## config.mk

```make
export PLATFORM = sky130hd
export DESIGN_NAME = tpm_tx_input
export DESIGN_NICKNAME = d
export VERILOG_FILES = /design/src/verilog/tpm_pkg.sv /design/src/verilog/tpm_sync.sv /design/src/verilog/tpm_tx_input.sv
export SDC_FILE = /design/constraint.sdc
export NUM_CORES = 1
export LEC_CHECK = 0
export BUFFER_PORTS_ARGS = -buffer_cell sky130_fd_sc_hd__buf_2
export CORE_MARGIN = 3
export CORE_UTILIZATION = 30
export DETAILED_ROUTE_END_ITERATION = 10
export PLACE_DENSITY_LB_ADDON = 0.05
export REMOVE_ABC_BUFFERS = 1
export SLEW_MARGIN = 10
export SYNTH_ARGS = -nofsm -noshare
export SYNTH_HDL_FRONTEND = slang
export SYNTH_SLANG_ARGS = --single-unit
```

## constraint.sdc

```tcl
create_clock -name i_core_clk -period 2 [get_ports i_core_clk]
set_input_delay 0.6 -clock i_core_clk [delete_from_list [all_inputs] [get_ports i_core_clk]]
set_output_delay 0.6 -clock i_core_clk [all_outputs]
set_load 0.05 [all_outputs]
```

## src/verilog/tpm_pkg.sv

```systemverilog
// constants for the three-channel transmit payload marker and frame message input block
// assumes one core clock, and pins that arrive from outside its domain
//
// Behaviour
// per channel, bus enable picks payload indicator role, else send-message role
// far side drives indicator low on overhead bytes, high otherwise
// payload indicator is sampled on the falling bus clock edge
// far side uses send-message only in HDLC mode, else ties it low
// while send-message is high, capture frame data on each rising frame clock
// captured bytes go into an HDLC frame carried in outgoing payload bits
// while send-message is low, ignore data and send continuous 0x7E flags
// far side runs the bus clock at 19.44 or 6.48 MHz
// far side holds send-checksum two frame clocks for a CRC-16 field
// far side holds send-checksum four frame clocks for a CRC-32 field
// far side keeps send-message high per frame, checksum before lowering it
package tpm_pkg;

  localparam int          NUM_CH      = 3;
  localparam int          BYTE_W      = 8;
  localparam int          CRC_W       = 32;

  // bit positions inside the per-channel synchroniser vector
  localparam int          SB_BUSCLK   = 0;   // bus clock / send-checksum pin
  localparam int          SB_DUAL     = 1;   // payload indicator / send-message pin
  localparam int          SB_BUSD     = 2;   // bus data, eight bits up
  localparam int          SB_FRMCLK   = 10;  // frame clock
  localparam int          SB_FRMD     = 11;  // frame data, eight bits up
  localparam int          SYNC_W      = 19;

  // hdlc constants
  localparam logic [7:0]  FLAG_OCTET  = 8'h7E;
  localparam logic [2:0]  STUFF_LIMIT = 3'h5;
  localparam logic [2:0]  LAST_BIT    = 3'h7;
  localparam logic [31:0] CRC16_POLY  = 32'h0000_8408;
  localparam logic [31:0] CRC32_POLY  = 32'hEDB8_8320;
  localparam logic [31:0] CRC16_INIT  = 32'h0000_FFFF;
  localparam logic [31:0] CRC32_INIT  = 32'hFFFF_FFFF;
  localparam logic [31:0] CRC16_MASK  = 32'h0000_FFFF;

  // kind of the octet held in the buffer or the shifter
  typedef enum logic [1:0]
  {
    K_FLAG = 2'b00,
    K_DATA = 2'b01,
    K_FCS  = 2'b10
  } tpm_kind_t;

endpackage : tpm_pkg

```

## src/verilog/tpm_sync.sv

```systemverilog
// two-flop synchroniser with edge detection for a vector of pin inputs
// assumes all inputs come from outside the core clock domain
`timescale 1ns/1ps

module tpm_sync #(
  parameter int W = 8
) (
  // clock and reset
  input  wire logic         i_core_clk,
  input  wire logic         i_rst_n,
  // raw pins
  input  wire logic [W-1:0] i_async,
  // synchronised outputs
  output logic      [W-1:0] o_sync,
  output logic      [W-1:0] o_rise,
  output logic      [W-1:0] o_fall
);

  logic [W-1:0] meta_q;
  logic [W-1:0] sync_q;
  logic [W-1:0] prev_q;
  logic [W-1:0] meta_d;
  logic [W-1:0] sync_d;
  logic [W-1:0] prev_d;
  logic [2:0]   arm_q;
  logic [2:0]   arm_d;

  // next values: first stage feeds only the second
  always_comb
  begin
    meta_d = i_async;
    sync_d = meta_q;
    prev_d = sync_q;
    arm_d  = {arm_q[1:0], 1'b1};
  end

  // register stages
  always_ff @(posedge i_core_clk)
  begin
    if (!i_rst_n)
    begin
      meta_q <= '0;
      sync_q <= '0;
      prev_q <= '0;
      arm_q  <= '0;
    end
    else
    begin
      meta_q <= meta_d;
      sync_q <= sync_d;
      prev_q <= prev_d;
      arm_q  <= arm_d;
    end
  end

  // edges held off until every stage carries pin values, so a pin idling high
  // gives no false edge after reset
  assign o_sync = sync_q;
  assign o_rise = arm_q[2] ? (sync_q & ~prev_q) : '0;
  assign o_fall = arm_q[2] ? (~sync_q & prev_q) : '0;

endmodule : tpm_sync

```

## src/verilog/tpm_tx_input.sv

```systemverilog
// per-channel transmit input: telecom bus payload marking or hdlc message capture
// assumes framer pulls payload bits with i_payload_bit_req on the core clock
`timescale 1ns/1ps

module tpm_tx_input
  import tpm_pkg::*;
(
  // clock and reset
  input  wire logic                                        i_core_clk,
  input  wire logic                                        i_rst_n,
  // per-channel configuration
  input  wire logic [tpm_pkg::NUM_CH-1:0]                  i_bus_enable,
  input  wire logic [tpm_pkg::NUM_CH-1:0]                  i_hdlc_mode,
  input  wire logic [tpm_pkg::NUM_CH-1:0]                  i_crc32_sel,
  // dual-role pins
  input  wire logic [tpm_pkg::NUM_CH-1:0]                  i_payload_or_msg_pin,
  input  wire logic [tpm_pkg::NUM_CH-1:0]                  i_busclk_or_fcs_pin,
  // telecom bus data pins
  input  wire logic [tpm_pkg::NUM_CH-1:0][tpm_pkg::BYTE_W-1:0] i_tx_bus_data,
  // hdlc input pins
  input  wire logic [tpm_pkg::NUM_CH-1:0]                  i_tx_frame_clock,
  input  wire logic [tpm_pkg::NUM_CH-1:0][tpm_pkg::BYTE_W-1:0] i_tx_frame_data_in,
  // telecom bus samples
  output logic      [tpm_pkg::NUM_CH-1:0][tpm_pkg::BYTE_W-1:0] o_bus_byte,
  output logic      [tpm_pkg::NUM_CH-1:0]                  o_bus_is_overhead,
  output logic      [tpm_pkg::NUM_CH-1:0]                  o_bus_valid,
  // hdlc bit stream toward the framer payload
  input  wire logic [tpm_pkg::NUM_CH-1:0]                  i_payload_bit_req,
  output logic      [tpm_pkg::NUM_CH-1:0]                  o_hdlc_bit,
  output logic      [tpm_pkg::NUM_CH-1:0]                  o_hdlc_bit_valid,
  output logic      [tpm_pkg::NUM_CH-1:0]                  o_overrun
);

  import tpm_pkg::*;

  // one reflected crc step, masked to 16 bits in crc-16 mode
  function automatic logic [CRC_W-1:0] crc_step(input logic [CRC_W-1:0] c,
                                                input logic             b,
                                                input logic             is32);
    logic [CRC_W-1:0] r;
    r = c >> 1;
    if (c[0] ^ b)
      r = r ^ (is32 ? CRC32_POLY : CRC16_POLY);
    crc_step = is32 ? r : (r & CRC16_MASK);
  endfunction : crc_step

  genvar ch;
  generate
    for (ch = 0; ch < NUM_CH; ch++)
    begin : g_ch
      logic [SYNC_W-1:0] s_lvl;
      logic [SYNC_W-1:0] s_rise;
      logic [SYNC_W-1:0] s_fall;

      // every pin of the channel passes two flops before use
      tpm_sync #(
        .W        (SYNC_W)
      ) u_sync (
        .i_core_clk (i_core_clk),
        .i_rst_n    (i_rst_n),
        .i_async    ({i_tx_frame_data_in[ch], i_tx_frame_clock[ch], i_tx_bus_data[ch],
                      i_payload_or_msg_pin[ch], i_busclk_or_fcs_pin[ch]}),
        .o_sync     (s_lvl),
        .o_rise     (s_rise),
        .o_fall     (s_fall)
      );

      // telecom bus sample state
      logic [BYTE_W-1:0] bus_byte_q;
      logic [BYTE_W-1:0] bus_byte_d;
      logic              bus_oh_q;
      logic              bus_oh_d;
      logic              bus_v_q;
      logic              bus_v_d;

      // sample data and indicator on falling bus clock when bus enabled
      always_comb
      begin
        bus_byte_d = bus_byte_q;
        bus_oh_d   = bus_oh_q;
        bus_v_d    = 1'b0;
        if (i_bus_enable[ch] && s_fall[SB_BUSCLK])
        begin
          bus_byte_d = s_lvl[SB_BUSD +: BYTE_W];
          bus_oh_d   = ~s_lvl[SB_DUAL];
          bus_v_d    = 1'b1;
        end
      end

      // register bus samples
      always_ff @(posedge i_core_clk)
      begin
        if (!i_rst_n)
        begin
          bus_byte_q <= '0;
          bus_oh_q   <= 1'b0;
          bus_v_q    <= 1'b0;
        end
        else
        begin
          bus_byte_q <= bus_byte_d;
          bus_oh_q   <= bus_oh_d;
          bus_v_q    <= bus_v_d;
        end
      end

      assign o_bus_byte[ch]        = bus_byte_q;
      assign o_bus_is_overhead[ch] = bus_oh_q;
      assign o_bus_valid[ch]       = bus_v_q;

      // hdlc state: one-octet holding buffer, shifter and crc
      logic [BYTE_W-1:0] hold_q;
      logic [BYTE_W-1:0] hold_d;
      tpm_kind_t         hold_k_q;
      tpm_kind_t         hold_k_d;
      logic              hold_v_q;
      logic              hold_v_d;
      logic [BYTE_W-1:0] sh_q;
      logic [BYTE_W-1:0] sh_d;
      tpm_kind_t         sh_k_q;
      tpm_kind_t         sh_k_d;
      logic [2:0]        bit_q;
      logic [2:0]        bit_d;
      logic [2:0]        ones_q;
      logic [2:0]        ones_d;
      logic [CRC_W-1:0]  crc_q;
      logic [CRC_W-1:0]  crc_d;
      logic              out_q;
      logic              out_d;
      logic              out_v_q;
      logic              out_v_d;
      logic              ovr_q;
      logic              ovr_d;
      logic              active;
      logic              push;
      logic              push_fcs;
      logic              load;
      logic [CRC_W-1:0]  crc_n;

      assign active   = !i_bus_enable[ch] && i_hdlc_mode[ch];
      // checksum request outranks message data on the same frame clock edge
      assign push_fcs = active && s_rise[SB_FRMCLK] && s_lvl[SB_BUSCLK];
      assign push     = active && s_rise[SB_FRMCLK]
                        && (s_lvl[SB_BUSCLK] || s_lvl[SB_DUAL]);

      // next hdlc state: capture, stuff, serialise, checksum
      always_comb
      begin
        hold_d   = hold_q;
        hold_k_d = hold_k_q;
        hold_v_d = hold_v_q;
        sh_d     = sh_q;
        sh_k_d   = sh_k_q;
        bit_d    = bit_q;
        ones_d   = ones_q;
        crc_d    = crc_q;
        crc_n    = crc_q;
        out_d    = out_q;
        out_v_d  = 1'b0;
        ovr_d    = 1'b0;
        load     = 1'b0;
        if (i_payload_bit_req[ch])
        begin
          out_v_d = 1'b1;
          if (ones_q == STUFF_LIMIT)
          begin
            // stuffed zero, shifter holds; also lands before a closing flag
            out_d  = 1'b0;
            ones_d = '0;
          end
          else
          begin
            out_d  = sh_q[0];
            ones_d = (sh_q[0] && sh_k_q != K_FLAG) ? ones_q + 3'h1 : '0;
            if (sh_k_q == K_DATA)
              crc_n = crc_step(crc_q, sh_q[0], i_crc32_sel[ch]);
            crc_d = crc_n;
            sh_d  = sh_q >> 1;
            bit_d = bit_q + 3'h1;
            if (bit_q == LAST_BIT)
            begin
              load  = 1'b1;
              bit_d = '0;
              if (hold_v_q)
              begin
                sh_k_d   = hold_k_q;
                hold_v_d = 1'b0;
                if (hold_k_q == K_FCS)
                begin
                  // next checksum octet, inverted, low byte first
                  sh_d  = ~crc_n[BYTE_W-1:0];
                  crc_d = crc_n >> BYTE_W;
                end
                else
                  sh_d = hold_q;
              end
              else
              begin
                // nothing waiting: flag, and restart crc for the next frame
                sh_d   = FLAG_OCTET;
                sh_k_d = K_FLAG;
                crc_d  = i_crc32_sel[ch] ? CRC32_INIT : CRC16_INIT;
              end
            end
          end
        end
        if (push)
        begin
          if (hold_v_q && !load)
            ovr_d = 1'b1;                                           // octet dropped
          else
          begin
            hold_v_d = 1'b1;
            hold_d   = s_lvl[SB_FRMD +: BYTE_W];
            hold_k_d = push_fcs ? K_FCS : K_DATA;
          end
        end
      end

      // register hdlc state
      always_ff @(posedge i_core_clk)
      begin
        if (!i_rst_n)
        begin
          hold_q   <= '0;
          hold_k_q <= K_FLAG;
          hold_v_q <= 1'b0;
          sh_q     <= FLAG_OCTET;
          sh_k_q   <= K_FLAG;
          bit_q    <= '0;
          ones_q   <= '0;
          crc_q    <= CRC16_INIT;
          out_q    <= 1'b0;
          out_v_q  <= 1'b0;
          ovr_q    <= 1'b0;
        end
        else
        begin
          hold_q   <= hold_d;
          hold_k_q <= hold_k_d;
          hold_v_q <= hold_v_d;
          sh_q     <= sh_d;
          sh_k_q   <= sh_k_d;
          bit_q    <= bit_d;
          ones_q   <= ones_d;
          crc_q    <= crc_d;
          out_q    <= out_d;
          out_v_q  <= out_v_d;
          ovr_q    <= ovr_d;
        end
      end

      assign o_hdlc_bit[ch]       = out_q;
      assign o_hdlc_bit_valid[ch] = out_v_q;
      assign o_overrun[ch]        = ovr_q;
    end
  endgenerate

endmodule : tpm_tx_input
```

* Yosys cells after proc, flatten, opt, wreduce, memory -nomap -nowiden
Cells that the tools add are included.
** Storage, ports and cells
- Flip-flop bits (word level) :: 372
- Latch bits :: 0
- RAM bits :: 0
- Memory bits (read-only) :: 0
- Bits of input ports :: 71
- Output and inout bits :: 39
- Logic and storage cells :: 249
- Memories kept :: 0
** Cells by class
- Add/subtract/negate cells :: 6
- $mul :: 0
- Div/mod/pow operators :: 0
- $lt $le $gt $ge :: 0
- Eq/ne operators :: 12
- Shifts and indexed selects :: 0
- Mux-type cells :: 99
- Bitwise gates (word level) :: 30
- Reductions and logical operators :: 45
** Operators with widths (count)
- $mux 32 :: 30
- $xor 31x32->32 :: 3
- $mux 8 :: 9
- $mux 1 :: 42
- $and 11x11->11 :: 3
- $mux 11 :: 3
- $not 11->11 :: 3
- $mux 3 :: 9
- $not 8->8 :: 3
- $logic_and 1x1->1 :: 21
- $add 3x1->3 const B :: 6
- $eq 3x3->1 const B :: 6
- $reduce_and 2->1 :: 9
- $mux 2 :: 6
- $not 1->1 :: 12
- $reduce_and 3->1 :: 3
- $eq 2x1->1 const B :: 3
- $eq 2x2->1 const B :: 3
- $logic_not 1->1 :: 6
- $reduce_bool 2->1 :: 3
- $and 1x1->1 :: 3
- $logic_or 1x1->1 :: 3
- $xor 1x1->1 :: 3

* Longest topological paths before layout
- Depth in word-level cells :: 11
- Mapped depth :: 9
- Depth with buffers taken out :: 7

* Hierarchy
A second synthesis with hierarchy kept.
** Unflattened totals
- Cells, all modules :: 1831
- Area total of the unflattened synthesis :: 16717.3 um^2
** By module, submodules not included
- tpm_tx_input :: times used 1, cells an instance 1330, area an instance 10700.3 um^2, sequential area each 4324.1 um^2
- tpm_sync :: times used 3, cells an instance 167, area an instance 2005.7 um^2, sequential area each 1201.2 um^2

* Least setup slack after synthesis
Ideal clock, no wire load.
- Path kind :: reg2reg
- Start :: register g_ch[2].bit_q[0]
- End :: register g_ch[2].crc_q[17]
- Library setup time :: 123 ps
- Arrival time :: 1767 ps
- Required time :: 1877 ps
- Path slack :: 110 ps
- Stages on the path, launching flop included :: 8
- Buffers on the path :: 2
- Clock period less this slack :: 1890 ps
- Path through :: dfxtp_1 -> ha_1 -> ha_1 -> clkbuf_1 -> o21ai_1 -> clkbuf_1 -> a221oi_1 -> nor2_1
** Between the ends
- Word-level cells in the longest chain between the ends :: 2
** Ends and longest elaborated chain
- start, declared :: line tpm_tx_input.sv:122 : logic [2:0] bit_q;
- start signal, assigned :: line tpm_tx_input.sv:244 : bit_q <= bit_d;
- $eq 3x3->1 :: line tpm_tx_input.sv:180 : if (bit_q == LAST_BIT)
- $mux 32 :: line tpm_tx_input.sv:180
- end signal, assigned :: line tpm_tx_input.sv:246 : crc_q <= crc_d;
- end, declared :: line tpm_tx_input.sv:126 : logic [CRC_W-1:0] crc_q;
No other way between the ends.
A chain may end at the register's enable or synchronous reset.

* Worst setup path in the final report
- Start :: register g_ch[0].ovr_q
- End :: output port o_overrun[0] (netlist bit)
** RTL lines
- start, declared :: line tpm_tx_input.sv:132 : logic ovr_q;
- start signal, assigned :: line tpm_tx_input.sv:249 : ovr_q <= ovr_d;
- end, declared :: line tpm_tx_input.sv:31 : output logic [tpm_pkg::NUM_CH-1:0] o_overrun
No word-level cell between the ends.

==> impl_metrics.py <==
metrics = {
    "die": {
        "core_area_um2": 45800,
        "die_w_um": 222,
        "start_util": 0.306,
        "dieArea_um2": 49300,
        "die_h_um": 222,
        "num_rows": 78,
        "ios": 110,
    },
    "pwr": {
        "vdd_drop_max_mv": 0.538,
        "p_per_area_nw_per_um2": 941,
        "leakage_nw": 6.81,
        "total_power_mw": 16.1,
    },
    "min_path": {
        "hold_class": "in -> reg",
        "holdPathStages": 2,
    },
    "routing": {
        "drt_iter0_drc": 637,
        "routedWlPerCell_um": 15.9,
        "ant_nets": 0,
        "route.detailed.drc": 0,
        "dr.pass1.iters": 5,
        "totalWireLength_mm": 37.7,
        "via_count": 11453,
        "viasPerCell": 4.84,
    },
    "logic_synthesis": {
        "synth_area_leader_cell": "dfxtp_1",
        "synth_area_leaders": "dfxtp_1, nand2_1, and2_1",
        "synthCells": 1622,
        "synth_top_area_frac": 0.485,
        "synth_seq_cells": 339,
        "async_reset_ff_frac": 0,
        "synth_edf_count": 0,
        "ys_types": 50,
        "synthFlopType": "dfxtp_1",
        "avgSynthCellArea_um2": 8.63,
        "yosysWarnings": 0,
        "synth_area_um2": 14000,
        "seq_area_frac_synth": 0.485,
    },
    "sta": {
        "skew_ns": 0.0106,
        "setup_slack_ns": 0.116,
        "slew_viol_final": 0,
        "max_freq_mhz": 531,
        "rsz0062_at_grt": "no",
        "final-hold-violation-count": 0,
        "period_needed_ns": 1.88,
        "timing.slew.headroom": 0.605,
        "tightest_slew_ns": 0.589,
        "finalSetupViolations": 0,
        "period_share": 0.942,
    },
    "place": {
        "io_buffers": 109,
        "post-place-ws_ns": -0.00437,
        "place_hpwl_mm": 24.7,
        "place_area_um2": 15700,
        "gp_congestion": 0.756,
        "dpl.cell_count": 2292,
    },
    "clock_network": {
        "path_clk_slew_ns": 0.06,
        "cts_made_buffers": 41,
        "cts-root-buf": "clkbuf_16",
        "clk_latency_ns": 0.57,
        "tritoncts": "built",
        "htreeDepth": 2,
        "cts_hold_buffers": 0,
        "cts.path.max_buffers": 3,
        "numClockSinks": 339,
    },
    "setup_path": {
        "worstPathRequired_ns": 1.40,
        "path_class": "reg -> out",
        "worstPathMaxFanout": 1,
        "cp.depth": 1,
        "crit_buf_inv": 1,
        "start_kind": "flip-flop",
        "worstPathCellList": "buf_2",
        "cp_slowest_cell": "dfxtp_1",
        "cp.arrival_ns": 1.28,
        "endpoint_kind": "primary output",
        "slowest_delay_ns": 0.41,
        "rr_worst_depth": 8,
        "cp_top_family": "flip-flops",
    },
    "finish": {
        "drive_above_1_share": 0.171,
        "finalNonFillerCells": 2365,
        "final_area_um2": 17100,
        "utilization": 0.373,
        "area_growth_pct": 21.9,
        "fin_nets": 1821,
        "num_antenna_cells": 0,
    },
    "grt": {
        "track_usage": 0.150,
        "grt_antenna_before_repair": 3,
        "grt_pass1_wl_mm": 61.1,
        "grt_pass1_vias": 11167,
        "grt_max_degree": 79,
        "grt_overflow_total": 0,
    },
    "status": {
        "outcome": "complete, no violations",
    },
    "flow_run": {
        "cap_violations": 0,
    },
}
-- what timing repair did --
item / CTS / global route
gates resized for setup: 0 / 6
setup endpoints to repair: 0 / 37
hold endpoints to repair: 0 / 0
buffers inserted: 0 / 0
-- flip-flops by register name, indices dropped and copies added (netlist names), 6 cells and up --
register / flops
g_ch.u_sync.o_sync: 57
g_ch.u_sync.prev_q: 6
g_ch.bus_byte_q: 24
g_ch.u_sync.meta_q: 57
g_ch.ones_q: 9
g_ch.bit_q: 9
g_ch.crc_q: 96
g_ch.hold_k_q: 6
g_ch.sh_k_q: 6
g_ch.hold_q: 24
g_ch.sh_q: 24
-- per-stage QoR --
step                hold slack, ns  setup TNS [ns]
floorplan                    0.408         -181.94
global placement             0.413               0
detailed placement           0.417         -0.0150
CTS                          0.188               0
global route                 0.207               0
finish                       0.235               0
-- layer usage --
layer,vias up,part of all wire,global-route usage
met5,-,0.00074,0
met3,48,0.049,0.0318
met2,213,0.43,0.230
met1,5394,0.50,0.212
li1,5794,-,-
met4,4,0.019,0.0450
-- cell usage in the layout (no fill, tap or decap), types with 18 or more instances in the layout --
cell,count
clkbuf_16,41
nor2_1,131
o21ai_0,112
nand3_1,44
buf_4,71
a21oi_1,145
buf_2,108
nand2_1,233
o211ai_1,29
mux2_2,18
o21ai_1,39
and2_1,132
buf_12,18
a221oi_1,30
xnor2_1,39
mux2i_1,28
dfxtp_1,339
-- cells by family (layout without fill, tap and decap cells) --
kind of cell / after synthesis / count (layout) / share of synthesized area
and+or+nand+nor: 598 / 598 / 0.200
DFF: 339 / 339 / 0.485
xor gates and xnor gates: 51 / 51 / 0.0359
adders and majority gates: 15 / 15 / 0.0134
AOI/OAI and AO/OA: 432 / 432 / 0.188
muxes: 46 / 46 / 0.0345
buffers and inverters: 141 / 284 / 0.0435
-- synthesized netlist by cell type, drive strengths merged, types with 13 or more instances --
cell type	number
dfxtp	339
nand2	236
o21ai	152
a21oi	145
and2	132
nor2	132
clkbuf	92
nand3	44
xnor2	39
buf	36
a221oi	30
o211ai	29
mux2i	28
mux2	18
ha	15
nor2b	15
a211o	13
a221o	13
-- path summary, 6_finish.rpt --
| kind | start | end | slack, ns |
|---|---|---|---|
| setup / recovery | g_ch[0].ovr_q | o_overrun[0] | 0.12 |
| hold reg to reg | g_ch[2].u_sync.arm_q[0] | g_ch[2].u_sync.arm_q[1] | 0.43 |
| setup reg to reg | g_ch[1].ones_q[1] | g_ch[1].hold_q[7] | 0.15 |
| hold / removal | i_tx_frame_data_in[18] | g_ch[2].u_sync.meta_q[13] | 0.23 |
-- power breakdown --
group | leakage, nW | internal [mW] | switching (mW)
Clock | 0.685 | 4.55 | 3.09
Combinational | 3.34 | 0.543 | 0.671
Sequential | 2.79 | 7.04 | 0.174
Total | 6.81 | 12.1 | 3.93
-- final cells by class --
cell class              instances  area, um2
well taps                     600        751
repair buffers                198       1450
flip-flops and latches        339       6790
clock inverters                17        214
inverters                      13       51.3
multi-input cells            1142       6650
clock buffers                  56       1170
fillers                      4709      28700
Power figures use the tool's default switching activity.
